$ cat src/eim_defines.vh
`ifndef EIM_DEFINES_VH
`define EIM_DEFINES_VH

////////////////////////////////////////////////////////////////////////////////
// Register byte addresses on the slave bus.
`define EIM_ADDR_W 8
`define EIM_ADDR_MASK_LO 8'h3C
`define EIM_ADDR_MASK_HI 8'h40
`define EIM_ADDR_STAT_LO 8'h44
`define EIM_ADDR_STAT_HI 8'h48
`define EIM_ADDR_CTRL 8'h50

////////////////////////////////////////////////////////////////////////////////
// Reset values and implemented status bits.
`define EIM_MASK_RST 32'h00000000
`define EIM_STAT_RST 32'h00000000
`define EIM_RDATA_RST 32'h00000000
`define EIM_LO_IMPL 32'h3FBE0000
`define EIM_HI_IMPL 32'h00001FF2

////////////////////////////////////////////////////////////////////////////////
// Field positions in the lower words.
`define EIM_LO_IRQ_FLAG 0
`define EIM_LO_FRAME_WAIT_TIMEOUT 17
`define EIM_LO_LEADING_EDGE_ERROR 18
`define EIM_LO_VOLTAGE_WARNING 19
`define EIM_LO_RECEIVER_OVERRUN 20
`define EIM_LO_PREAMBLE_TIMEOUT 21
`define EIM_LO_RESERVED 22
`define EIM_LO_LINK_READY 23
`define EIM_LO_SLOW_IDLE_ENTRY 24
`define EIM_LO_LOCK_LOSS_WARNING 25
`define EIM_LO_DELIMITER_TIMEOUT 26
`define EIM_LO_HALF_PERIOD_DELAY 27
`define EIM_LO_TIMESTAMP_SEQ_ERROR 28
`define EIM_LO_FILTER_REJECT 29

////////////////////////////////////////////////////////////////////////////////
// Field positions in the upper words.
`define EIM_HI_PREAMBLE_REJECT 1
`define EIM_HI_SUPPLY_TEMP_DRIFT 4
`define EIM_HI_PIN_CHANGE 5
`define EIM_HI_CIPHER_DONE 6
`define EIM_HI_CIPHER_ERROR 7
`define EIM_HI_COMMAND_ERROR 8
`define EIM_HI_LINK_OVERFLOW 9
`define EIM_HI_LINK_UNDERFLOW 10
`define EIM_HI_LINK_FAULT 11
`define EIM_HI_CHANNEL_ASSESS_FAIL 12

////////////////////////////////////////////////////////////////////////////////
// Control word fields.
`define EIM_CTRL_SOFT_RESET 0

`endif

$ cat src/eim_event_latch.v
`timescale 1ns/1ps
`include "eim_defines.vh"

module eim_event_latch #(
  parameter W = 32,
  parameter [W-1:0] IMPL = {W{1'b1}}
) (
  input wire i_clk,
  input wire i_reset,
  input wire i_soft_clear,
  input wire [W-1:0] i_set,
  input wire [W-1:0] i_clear,
  output reg [W-1:0] o_status_q
);

  ////////////////////////////////////////////////////////////////////////////
  // A set in the same cycle as a write-one clear wins, so no event is lost.
  // The soft reset is a device reset, so it overrides even a fresh event.
  always @(posedge i_clk or posedge i_reset) begin
    if (i_reset) begin
      o_status_q <= {W{1'b0}};
    end else if (i_soft_clear) begin
      o_status_q <= {W{1'b0}};
    end else begin
      o_status_q <= ((o_status_q & ~i_clear) | i_set) & IMPL; // RULE_23
    end
  end

endmodule

$ cat src/eim_event_mask.v
`timescale 1ns/1ps
`include "eim_defines.vh"

// What this block does
// RULE_01: Frame wait timeout interrupts only when status and low mask bit 17 set.
// RULE_02: Leading edge error interrupts only while low mask bit 18 is one.
// RULE_03: Voltage warning interrupts only when its low mask enable and status set.
// RULE_04: Receiver overrun interrupts only with low mask bit 20 and status set.
// RULE_05: Preamble timeout gated onto the line by low mask bit 21.
// RULE_06: Soft reset may pulse the line with status already cleared.
// RULE_07: Link ready interrupts only with low mask bit 23 and status set.
// RULE_08: Entering slow-clock idle sets an event, gated by low mask bit 24.
// RULE_09: Lock loss warning interrupts only with low mask bit 25 and status set.
// RULE_10: Delimiter timeout interrupts only while its low mask enable is one.
// RULE_11: Half period delay warning gated by low mask bit 27.
// RULE_12: Timestamp sequence error gated by low mask bit 28.
// RULE_13: Frame filter rejection gated by low mask bit 29.
// RULE_14: Preamble rejection gated by high mask bit 1.
// RULE_15: Supply or temperature drift gated by high mask bit 4.
// RULE_16: Pin change interrupt gated by high mask bit 5.
// RULE_17: Cipher done gated by high bit 6, cipher error by bit 7.
// RULE_18: Command error gated by high mask bit 8.
// RULE_19: Link overflow gated by high bit 9, underflow by bit 10.
// RULE_20: Link fault gated by high mask bit 11.
// RULE_21: Channel assessment failure gated by high mask bit 12.
// RULE_22: Line active from one cycle after any enabled status bit is set until one cycle after none is.
// RULE_23: Status bits stay set until written with one or wiped by soft reset; zero leaves them.
// RULE_24: Reserved low mask bit 22 never affects the line.
module eim_event_mask (
  input wire I_CLK_SYS,
  input wire I_RESET,
  input wire [7:0] I_ADDRESS,
  input wire I_READ,
  input wire I_WRITE,
  input wire [31:0] I_WRITEDATA,
  input wire [3:0] I_BYTEENABLE,
  output reg [31:0] O_READDATA,
  output reg O_WAITREQUEST,
  input wire [31:0] I_EVENT_LO,
  input wire [31:0] I_EVENT_HI,
  input wire I_SLOW_IDLE_STATE,
  output reg O_IRQ,
  output reg O_SOFT_RESET
);

  ////////////////////////////////////////////////////////////////////////////
  // Bus decode.
  wire req;
  wire fire;
  wire wr_fire;
  wire [31:0] wmask;
  wire sel_mask_lo;
  wire sel_mask_hi;
  wire sel_stat_lo;
  wire sel_stat_hi;
  wire sel_ctrl;
  wire wr_mask_lo;
  wire wr_mask_hi;
  wire wr_stat_lo;
  wire wr_stat_hi;
  wire wr_ctrl;
  reg wait_d;
  reg [31:0] rdata_d;

  // Registers and event state.
  reg [31:0] mask_lo_q;
  reg [31:0] mask_lo_d;
  reg [31:0] mask_hi_q;
  reg [31:0] mask_hi_d;
  reg soft_reset_d;
  reg idle_q;
  reg irq_d;
  wire idle_entry;
  wire [31:0] set_lo;
  wire [31:0] set_hi;
  wire [31:0] clr_lo;
  wire [31:0] clr_hi;
  wire [31:0] stat_lo;
  wire [31:0] stat_hi;
  wire any_lo;
  wire any_hi;

  // Per-event interrupt requests after the mask.
  wire req_frame_wait_timeout;
  wire req_leading_edge_error;
  wire req_voltage_warning;
  wire req_receiver_overrun;
  wire req_preamble_timeout;
  wire req_link_ready;
  wire req_slow_idle_entry;
  wire req_lock_loss_warning;
  wire req_delimiter_timeout;
  wire req_half_period_delay;
  wire req_timestamp_seq_error;
  wire req_filter_reject;
  wire req_preamble_reject;
  wire req_supply_temp_drift;
  wire req_pin_change;
  wire req_cipher_done;
  wire req_cipher_error;
  wire req_command_error;
  wire req_link_overflow;
  wire req_link_underflow;
  wire req_link_fault;
  wire req_channel_assess_fail;

  ////////////////////////////////////////////////////////////////////////////
  // The slave holds waitrequest high while idle, drops it for one cycle after
  // seeing a request, and completes the access on the edge that sees it low.
  // This costs one wait cycle but keeps every output a plain flip-flop.
  assign req = I_READ | I_WRITE;
  assign fire = req & ~O_WAITREQUEST;
  assign wr_fire = fire & I_WRITE;
  // Byte enables apply to mask writes, status clears and the control word alike.
  assign wmask = {{8{I_BYTEENABLE[3]}}, {8{I_BYTEENABLE[2]}},
                  {8{I_BYTEENABLE[1]}}, {8{I_BYTEENABLE[0]}}};

  assign sel_mask_lo = (I_ADDRESS == `EIM_ADDR_MASK_LO);
  assign sel_mask_hi = (I_ADDRESS == `EIM_ADDR_MASK_HI);
  assign sel_stat_lo = (I_ADDRESS == `EIM_ADDR_STAT_LO);
  assign sel_stat_hi = (I_ADDRESS == `EIM_ADDR_STAT_HI);
  assign sel_ctrl = (I_ADDRESS == `EIM_ADDR_CTRL);

  // One write strobe per register, qualified by the completing edge only.
  assign wr_mask_lo = wr_fire & sel_mask_lo;
  assign wr_mask_hi = wr_fire & sel_mask_hi;
  assign wr_stat_lo = wr_fire & sel_stat_lo;
  assign wr_stat_hi = wr_fire & sel_stat_hi;
  assign wr_ctrl = wr_fire & sel_ctrl;

  always @* begin
    wait_d = ~(req & O_WAITREQUEST);
  end

  // Read data is captured when the request is first seen and stands at the
  // completion edge. Unmapped addresses read as zero.
  always @* begin
    rdata_d = O_READDATA;
    if (I_READ && O_WAITREQUEST) begin
      case (I_ADDRESS)
        `EIM_ADDR_MASK_LO: begin
          rdata_d = mask_lo_q;
        end
        `EIM_ADDR_MASK_HI: begin
          rdata_d = mask_hi_q;
        end
        `EIM_ADDR_STAT_LO: begin
          rdata_d = stat_lo;
          rdata_d[`EIM_LO_IRQ_FLAG] = O_IRQ;
        end
        `EIM_ADDR_STAT_HI: begin
          rdata_d = stat_hi;
        end
        default: begin
          rdata_d = `EIM_RDATA_RST;
        end
      endcase
    end
  end

  always @(posedge I_CLK_SYS or posedge I_RESET) begin
    if (I_RESET) begin
      O_WAITREQUEST <= 1'b1;
      O_READDATA <= `EIM_RDATA_RST;
    end else begin
      O_WAITREQUEST <= wait_d;
      O_READDATA <= rdata_d;
    end
  end

  ////////////////////////////////////////////////////////////////////////////
  // Mask registers, written with byte enables, cleared by soft reset.
  // Every bit is stored, so the reserved bit reads back what was written.
  always @* begin
    mask_lo_d = mask_lo_q;
    mask_hi_d = mask_hi_q;
    // Soft reset outranks a write in the same cycle, since the device restarts.
    if (O_SOFT_RESET) begin
      mask_lo_d = `EIM_MASK_RST;
      mask_hi_d = `EIM_MASK_RST;
    end else if (wr_mask_lo) begin
      mask_lo_d = (mask_lo_q & ~wmask) | (I_WRITEDATA & wmask);
    end else if (wr_mask_hi) begin
      mask_hi_d = (mask_hi_q & ~wmask) | (I_WRITEDATA & wmask);
    end
  end

  always @* begin
    soft_reset_d = wr_ctrl & I_BYTEENABLE[0] &
                   I_WRITEDATA[`EIM_CTRL_SOFT_RESET];
  end

  always @(posedge I_CLK_SYS or posedge I_RESET) begin
    if (I_RESET) begin
      mask_lo_q <= `EIM_MASK_RST;
      mask_hi_q <= `EIM_MASK_RST;
      O_SOFT_RESET <= 1'b0;
    end else begin
      mask_lo_q <= mask_lo_d;
      mask_hi_q <= mask_hi_d;
      O_SOFT_RESET <= soft_reset_d;
    end
  end

  ////////////////////////////////////////////////////////////////////////////
  // Event capture. The idle tracker starts high so that a device already
  // idle at reset release does not report a false entry.
  always @(posedge I_CLK_SYS or posedge I_RESET) begin
    if (I_RESET) begin
      idle_q <= 1'b1;
    end else begin
      idle_q <= I_SLOW_IDLE_STATE;
    end
  end

  // Bit 24 of the raw event word is replaced by the idle entry edge, so a
  // source wired there by mistake can never set the idle flag.
  assign idle_entry = I_SLOW_IDLE_STATE & ~idle_q; // RULE_08
  assign set_lo = {I_EVENT_LO[31:`EIM_LO_SLOW_IDLE_ENTRY + 1], idle_entry,
                   I_EVENT_LO[`EIM_LO_SLOW_IDLE_ENTRY - 1:0]};
  assign set_hi = I_EVENT_HI;

  // Writing one clears a status bit; writing zero leaves it.
  assign clr_lo = wr_stat_lo ? (I_WRITEDATA & wmask) : 32'h00000000; // RULE_23
  assign clr_hi = wr_stat_hi ? (I_WRITEDATA & wmask) : 32'h00000000; // RULE_23

  eim_event_latch #(
    .W(32),
    .IMPL(`EIM_LO_IMPL)
  ) u_latch_lo (
    .i_clk(I_CLK_SYS),
    .i_reset(I_RESET),
    .i_soft_clear(O_SOFT_RESET),
    .i_set(set_lo),
    .i_clear(clr_lo),
    .o_status_q(stat_lo)
  );

  eim_event_latch #(
    .W(32),
    .IMPL(`EIM_HI_IMPL)
  ) u_latch_hi (
    .i_clk(I_CLK_SYS),
    .i_reset(I_RESET),
    .i_soft_clear(O_SOFT_RESET),
    .i_set(set_hi),
    .i_clear(clr_hi),
    .o_status_q(stat_hi)
  );

  ////////////////////////////////////////////////////////////////////////////
  // Gating of each latched event by its enable in the lower mask word.
  assign req_frame_wait_timeout = stat_lo[`EIM_LO_FRAME_WAIT_TIMEOUT] &
                                  mask_lo_q[`EIM_LO_FRAME_WAIT_TIMEOUT]; // RULE_01
  assign req_leading_edge_error = stat_lo[`EIM_LO_LEADING_EDGE_ERROR] &
                                  mask_lo_q[`EIM_LO_LEADING_EDGE_ERROR]; // RULE_02
  assign req_voltage_warning = stat_lo[`EIM_LO_VOLTAGE_WARNING] &
                               mask_lo_q[`EIM_LO_VOLTAGE_WARNING]; // RULE_03
  assign req_receiver_overrun = stat_lo[`EIM_LO_RECEIVER_OVERRUN] &
                                mask_lo_q[`EIM_LO_RECEIVER_OVERRUN]; // RULE_04
  assign req_preamble_timeout = stat_lo[`EIM_LO_PREAMBLE_TIMEOUT] &
                                mask_lo_q[`EIM_LO_PREAMBLE_TIMEOUT]; // RULE_05
  assign req_link_ready = stat_lo[`EIM_LO_LINK_READY] &
                          mask_lo_q[`EIM_LO_LINK_READY]; // RULE_07
  assign req_slow_idle_entry = stat_lo[`EIM_LO_SLOW_IDLE_ENTRY] &
                               mask_lo_q[`EIM_LO_SLOW_IDLE_ENTRY]; // RULE_08
  assign req_lock_loss_warning = stat_lo[`EIM_LO_LOCK_LOSS_WARNING] &
                                 mask_lo_q[`EIM_LO_LOCK_LOSS_WARNING]; // RULE_09
  assign req_delimiter_timeout = stat_lo[`EIM_LO_DELIMITER_TIMEOUT] &
                                 mask_lo_q[`EIM_LO_DELIMITER_TIMEOUT]; // RULE_10
  assign req_half_period_delay = stat_lo[`EIM_LO_HALF_PERIOD_DELAY] &
                                 mask_lo_q[`EIM_LO_HALF_PERIOD_DELAY]; // RULE_11
  assign req_timestamp_seq_error = stat_lo[`EIM_LO_TIMESTAMP_SEQ_ERROR] &
                                   mask_lo_q[`EIM_LO_TIMESTAMP_SEQ_ERROR]; // RULE_12
  assign req_filter_reject = stat_lo[`EIM_LO_FILTER_REJECT] &
                             mask_lo_q[`EIM_LO_FILTER_REJECT]; // RULE_13

  ////////////////////////////////////////////////////////////////////////////
  // Gating of each latched event by its enable in the upper mask word.
  assign req_preamble_reject = stat_hi[`EIM_HI_PREAMBLE_REJECT] &
                               mask_hi_q[`EIM_HI_PREAMBLE_REJECT]; // RULE_14
  assign req_supply_temp_drift = stat_hi[`EIM_HI_SUPPLY_TEMP_DRIFT] &
                                 mask_hi_q[`EIM_HI_SUPPLY_TEMP_DRIFT]; // RULE_15
  assign req_pin_change = stat_hi[`EIM_HI_PIN_CHANGE] &
                          mask_hi_q[`EIM_HI_PIN_CHANGE]; // RULE_16
  assign req_cipher_done = stat_hi[`EIM_HI_CIPHER_DONE] &
                           mask_hi_q[`EIM_HI_CIPHER_DONE]; // RULE_17
  assign req_cipher_error = stat_hi[`EIM_HI_CIPHER_ERROR] &
                            mask_hi_q[`EIM_HI_CIPHER_ERROR]; // RULE_17
  assign req_command_error = stat_hi[`EIM_HI_COMMAND_ERROR] &
                             mask_hi_q[`EIM_HI_COMMAND_ERROR]; // RULE_18
  assign req_link_overflow = stat_hi[`EIM_HI_LINK_OVERFLOW] &
                             mask_hi_q[`EIM_HI_LINK_OVERFLOW]; // RULE_19
  assign req_link_underflow = stat_hi[`EIM_HI_LINK_UNDERFLOW] &
                              mask_hi_q[`EIM_HI_LINK_UNDERFLOW]; // RULE_19
  assign req_link_fault = stat_hi[`EIM_HI_LINK_FAULT] &
                          mask_hi_q[`EIM_HI_LINK_FAULT]; // RULE_20
  assign req_channel_assess_fail = stat_hi[`EIM_HI_CHANNEL_ASSESS_FAIL] &
                                   mask_hi_q[`EIM_HI_CHANNEL_ASSESS_FAIL]; // RULE_21

  ////////////////////////////////////////////////////////////////////////////
  // The line is the registered OR of all enabled requests. The reserved mask
  // bit is deliberately absent from this sum.
  assign any_lo = req_frame_wait_timeout | // RULE_22
                  req_leading_edge_error |
                  req_voltage_warning |
                  req_receiver_overrun |
                  req_preamble_timeout | // RULE_24
                  req_link_ready |
                  req_slow_idle_entry |
                  req_lock_loss_warning |
                  req_delimiter_timeout |
                  req_half_period_delay |
                  req_timestamp_seq_error |
                  req_filter_reject;

  // Upper word bits without an event of their own stay out of the sum.
  assign any_hi = req_preamble_reject | // RULE_22
                  req_supply_temp_drift |
                  req_pin_change |
                  req_cipher_done |
                  req_cipher_error |
                  req_command_error |
                  req_link_overflow |
                  req_link_underflow |
                  req_link_fault |
                  req_channel_assess_fail;

  always @* begin
    irq_d = any_lo | any_hi; // RULE_22
  end

  // The line lags the status by one cycle. On a soft reset it can therefore
  // stay active for one cycle after the status has already been wiped, which
  // the host must tolerate as an interrupt with nothing set.
  always @(posedge I_CLK_SYS or posedge I_RESET) begin
    if (I_RESET) begin
      O_IRQ <= 1'b0;
    end else begin
      O_IRQ <= irq_d; // RULE_06
    end
  end

endmodule

$ cat config.mk
export PLATFORM = sky130hd
export DESIGN_NAME = eim_event_mask
export DESIGN_NICKNAME = d
export VERILOG_FILES = /design/src/eim_event_latch.v /design/src/eim_event_mask.v
export VERILOG_INCLUDE_DIRS = /design/src
export SDC_FILE = /design/constraint.sdc
export NUM_CORES = 1
export LEC_CHECK = 0
export BUFFER_PORTS_ARGS = -buffer_cell sky130_fd_sc_hd__buf_2
export CORE_ASPECT_RATIO = 0.5
export CORE_UTILIZATION = 32
export DETAILED_ROUTE_END_ITERATION = 8
export GPL_ROUTABILITY_DRIVEN = 0
export GPL_TIMING_DRIVEN = 0
export HOLD_SLACK_MARGIN = 0.02
export PLACE_DENSITY = 0.55
export RECOVER_POWER = 100
export SYNTH_ARGS = -nofsm -noshare
export SYNTH_HDL_FRONTEND = slang
export SYNTH_HIERARCHICAL = 1
export SYNTH_SLANG_ARGS = --single-unit
$ cat constraint.sdc
create_clock -name I_CLK_SYS -period 3.12 [get_ports I_CLK_SYS]
set_input_delay 0.624 -clock I_CLK_SYS [delete_from_list [all_inputs] [get_ports I_CLK_SYS]]
set_output_delay 0.624 -clock I_CLK_SYS [all_outputs]
set_load 0.02 [all_outputs]
==> results.py, run 1 <==
metrics = {
    "cts": {
        "cts_buffer_depth": 2,
        "numCtsBuffers": 17,
        "postCtsHoldBufs": 0,
        "insertion_delay_ns": 0.43,
        "cts_root_buf": "clkbuf_16",
        "cts_htree_levels": 4,
        "clock-sinks": 122,
        "cts_tree": "built",
        "postCtsSetupRepairBufs": 0,
        "path_clk_slew_ns": 0.06,
        "cts_resized": 0,
    },
    "placement": {
        "port_buffers": 100,
        "dp_hpwl_um": 14420,
    },
    "sta": {
        "finalSetupViolCount": 0,
        "tns_ns": 0,
        "fin_crit_sh_pct": 82.08,
        "finalCriticalPeriod_ns": 2.561,
        "timing.fmax_ghz": 0.3905,
        "tightest_slew_ns": 1.523,
        "finalHoldViolCount": 0,
        "slew_headroom_pct": -2.096,
        "finClkSkew_ns": 0.01100,
        "slew_violations": 35,
        "grt_setup_unrepaired": "false",
    },
    "setup_path": {
        "crit_required_ns": 3.41,
        "cp-end-kind": "register",
        "startpoint_type": "input pin",
        "crit_type": "in -> reg",
        "crit_start": "I_ADDRESS[1]",
        "cp_max_fo": 10,
        "r2r-start": "O_WAITREQUEST",
        "crit_arrival_ns": 2.85,
    },
    "global_routing": {
        "antenna_found_initial": 2,
        "grt_overflow": 0,
        "grt_max_degree": 39,
        "grt_usage_pct": 19.99,
        "grt_pass1_wl_um": 31520,
        "grt_pass1_vias": 5465,
    },
    "pwr": {
        "swShare_pct": 23.28,
        "p_seq_share_pct": 39.2,
        "pwr-share-comb_pct": 6.8,
        "power_frac_clock_pct": 54.1,
        "ir_drop_uv": 303.1,
        "p_per_area_nw_per_um2": 509.7,
        "p_int_mw": 3.164,
        "p_total_mw": 4.124,
        "power_switching_uw": 960.2,
        "p_leak_nw": 4.317,
    },
    "floorplanning": {
        "die_area_sq_um": 21160,
        "start_util_pct": 33.26,
        "die_y_um": 103.4,
        "core_area_sq_um": 19770,
        "die_x_um": 204.7,
        "row_count": 36,
        "io_pins": 148,
    },
    "cells_and_area": {
        "drive_gt1_share_pct": 21.67,
        "areaGrowthSynthToFinish_pct": 23.02,
        "layout.nets": 912,
        "final_common_cell": "dfrtp_1",
        "final_cell_mix": "dfrtp_1 (120), clkbuf_1 (80), buf_2 (66), nor2_1 (66), nand3_1 (65)",
    },
    "route": {
        "drt_wl_total_um": 20180,
        "vias_per_cell": 4.983,
        "drt_iter0_markers": 336,
        "vias": 5377,
        "dr.pass1.iters": 6,
        "ant_nets": 0,
        "drt-wirelength-per-cell_um": 18.70,
        "drc": 0,
    },
    "min_path": {
        "hold_path.class": "in -> async",
    },
    "synthesis": {
        "avgSynthCellArea_sq_um": 10.29,
        "synthCells": 639,
        "syn-cell-area_sq_um": 6576,
        "yosysWarnings": 6,
    },
    "status": {
        "violations": "max-capacitance violations, max-slew violations",
        "outcome": "finished with violations",
    },
    "flow_run": {
        "drv_cap": 1,
    },
}
## cell type report
type	instances	area, sq um
diodes	1	2.502
plain buffers	92	519.2
clock buffers	21	460.4
clock inverters	11	192.7
fillers	2011	11680
inverters	25	95.09
multi-input cells	439	2969
flip-flops and latches	122	3055
well taps	266	332.8
repair buffers	102	462.9
## routing by layer
metal | part of all wire [%] | up-vias | GRT usage, %
met4 | 0.77 | 2 | 5.970
met3 | 4.6 | 18 | 4.261
li1 | - | 2552 | -
met1 | 48 | 2678 | 27.51
met2 | 46 | 127 | 31.76
met5 | 0.064 | - | 0
## power groups by stage
stage | clock network, mW | registers [mW] | logic, mW
2_1_floorplan | 0 | 1.65 | 0.156
3_3_place_gp | 0 | 1.64 | 0.280
3_5_place_dp | 0 | 1.64 | 0.289
4_1_cts | 2.25 | 1.62 | 0.290
5_1_grt | 2.32 | 1.62 | 0.309
6_report | 2.23 | 1.62 | 0.278
## critical path, cell delays in order
cell and delay, ns:
clkbuf_1 0.15, nor4_2 1.07, nand4_2 0.60, mux2i_1 0.34, nor2_1 0.06
## flip-flops by register name, summed over array words and instances (netlist names)
name and count:
O_READDATA 32, u_latch_hi/o_status_q 10, mask_lo_q 32, idle_q 1, u_latch_lo/o_status_q 12, O_WAITREQUEST 1, O_SOFT_RESET 1, O_IRQ 1
mask_hi_q 32
## metrics by stage
| step | util [%] | area [sq um] | setup slack [ns] | hold slack (ns) | std cells |
|---|---|---|---|---|---|
| 6_report | 40.91 | 8090 | 0.5591 | 0.2539 | 1079 |
| 5_1_grt | 40.90 | 8088 | 0.3647 | 0.2774 | 1078 |
| 4_1_cts | 41.74 | 8253 | 0.6337 | 0.2537 | 1078 |
| 3_5_place_dp | 38.43 | 7600 | 0.3792 | 0.4852 | 1046 |
| 3_3_place_gp | 38.23 | 7560 | 0.3626 | 0.4662 | 1044 |
| 2_1_floorplan | - | 6726 | 1.161 | 0.4642 | 678 |
## final timing paths
kind / depth (start not counted) / slack, ns / end
setup / recovery: 5 / 0.56 / mask_hi_q[20]
hold / removal: 2 / 0.25 / u_latch_hi/o_status_q[10]
setup reg to reg: 5 / 0.63 / O_READDATA[3]
hold reg to reg: 1 / 0.50 / O_READDATA[17]
max in group asynchronous: 3 / 0.97 / O_READDATA[21]
min in group I_CLK_SYS: 1 / 0.28 / idle_q
Power figures use the tool's default switching activity.
==> run 2, diff against run 1 <==
clock period = 2.3 ns   (was 3.12 ns; I/O delays follow)
==> results.py, run 2 (synthesis results as in run 1) <==
metrics = {
    "status": {
        "outcome": "finished with violations",
        "violations": "max-capacitance violations, max-slew violations",
    },
    "global_routing": {
        "use_met1_pct": 27.51,
        "antenna_found_initial": 2,
        "busiest_layer": "met2",
        "grt_pass1_wl_um": 31520,
        "grt_max_degree": 39,
        "grt_use_met3_pct": 4.261,
        "grt.met2_usage_pct": 31.76,
        "grt_usage_pct": 19.99,
        "grt_overflow": 0,
        "grt_pass1_vias": 5465,
    },
    "floorplanning": {
        "die_x_um": 204.7,
        "start_util_pct": 33.26,
        "die_area_sq_um": 21160,
        "io_pins": 148,
        "die_y_um": 103.4,
        "core_area_sq_um": 19770,
        "row_count": 36,
    },
    "cells_and_area": {
        "final_cell_mix": "dfrtp_1 (120), clkbuf_1 (78), buf_2 (66), nor2_1 (66), nand3_1 (65)",
        "final.fill_count": 2011,
        "drive_gt1_share_pct": 21.43,
        "areaGrowthSynthToFinish_pct": 22.96,
        "layout.nets": 912,
        "final_common_cell": "dfrtp_1",
        "design_area_sq_um": 8087,
        "reg_top3": "O_READDATA (32), mask_hi_q (32), mask_lo_q (32)",
    },
    "setup_path": {
        "cp_max_fo": 10,
        "slowest_delay_ns": 0.56,
        "path_cells": "nand2_1 -> or4_1 -> a21oi_2 -> buf_2 -> a22o_1",
        "crit_arrival_ns": 2.60,
        "cp_num_buf_inv": 1,
        "cp-end-kind": "register",
        "crit_start": "O_WAITREQUEST",
        "r2r-start": "O_WAITREQUEST",
        "crit_slowest_cell": "dfstp_2",
        "startpoint_type": "register",
        "crit_type": "reg -> reg",
        "cp_top_family": "simple AND/OR/NAND/NOR gates",
        "crit_required_ns": 2.67,
    },
    "cts": {
        "numCtsBuffers": 17,
        "insertion_delay_ns": 0.43,
        "postCtsHoldBufs": 0,
        "cts_root_buf": "clkbuf_16",
        "cts_tree": "built",
        "cts_htree_levels": 4,
        "cts_buffer_depth": 2,
        "postCtsSetupRepairBufs": 0,
        "path_clk_slew_ns": 0.06,
        "clock-sinks": 122,
    },
    "route": {
        "vias_per_cell": 5.012,
        "dr.pass1.iters": 5,
        "vias": 5408,
        "drc": 0,
        "drt_wl_total_um": 20130,
        "drt_iter0_markers": 349,
        "ant_nets": 0,
        "drt-wirelength-per-cell_um": 18.65,
    },
    "sta": {
        "timing.fmax_ghz": 0.4484,
        "grt_setup_unrepaired": "false",
        "finClkSkew_ns": 0.01001,
        "finalSetupViolCount": 0,
        "finalCriticalPeriod_ns": 2.230,
        "slew_violations": 34,
        "tightest_slew_ns": 1.596,
        "finalHoldViolCount": 0,
        "tns_ns": 0,
        "slew_headroom_pct": -7.015,
        "fin_crit_sh_pct": 96.96,
    },
    "placement": {
        "post_dp_cell_area_sq_um": 7600,
        "dp_hpwl_um": 14420,
        "port_buffers": 100,
    },
    "min_path": {
        "hold_path.class": "in -> async",
    },
    "pwr": {
        "p_total_mw": 5.597,
        "p_leak_nw": 4.258,
        "ir_drop_uv": 415.2,
        "p_per_area_nw_per_um2": 692.1,
    },
    "flow_run": {
        "drv_cap": 1,
    },
}
[run 2: final cells by class]
| cell class | count | area (sq um) | area share, % |
|---|---|---|---|
| tap | 266 | 332.8 | 4.116 |
| clock buffer | 21 | 460.4 | 5.694 |
| antenna | 1 | 2.502 | 0.03095 |
| sequential | 122 | 3055 | 37.78 |
| multi-input combinational | 439 | 2948 | 36.45 |
| clock inverter | 11 | 192.7 | 2.383 |
| timing repair buffer | 102 | 479.2 | 5.926 |
| inverter | 25 | 95.09 | 1.176 |
| buffer | 92 | 520.5 | 6.437 |
[run 2: worst register-to-register path, stage by stage (launching register included)]
cell and delay (ns):
dfstp_2 0.56, nand2_1 0.24, or4_1 0.49, a21oi_2 0.39
buf_2 0.33, a22o_1 0.17
[run 2: timing repair]
action	CTS	global route
hold endpoints to repair	0	0
endpoints found under the setup margin	30	8
gates resized for setup	1	3
cloned	0	0
[run 2: path summary, 6_finish.rpt]
kind	endpoint	slack, ns	cells past startpoint
min in group I_CLK_SYS	idle_q	0.12	1
min reg2reg	O_READDATA[17]	0.51	1
min	u_latch_hi/o_status_q[6]	0.09	2
max in group asynchronous	mask_hi_q[14]	0.42	3
max reg2reg	O_READDATA[3]	0.07	5
max	O_READDATA[3]	0.07	5
[run 2: through the flow]
step	setup WS, ns	hold WS (ns)	utilization (%)	instances
floorplan	0.5054	0.3002	-	678
global placement	-0.2934	0.4662	38.23	1044
detailed placement	-0.2768	0.4852	38.43	1046
CTS	0.06650	0.08974	41.76	1078
global route	0.01381	0.1134	40.88	1078
finish	0.06986	0.09328	40.89	1079
[run 2: routing by layer]
| layer | share of wire [%] | routed length [um] |
|---|---|---|
| met2 | 46 | 9221 |
| met5 | 0.065 | 13 |
| met3 | 4.3 | 866 |
| met4 | 0.92 | 185 |
| met1 | 49 | 9841 |
[run 2: power by group]
part           internal, mW  switching (mW)
Combinational         0.143           0.240
Sequential             2.17          0.0186
Clock                  1.98            1.04
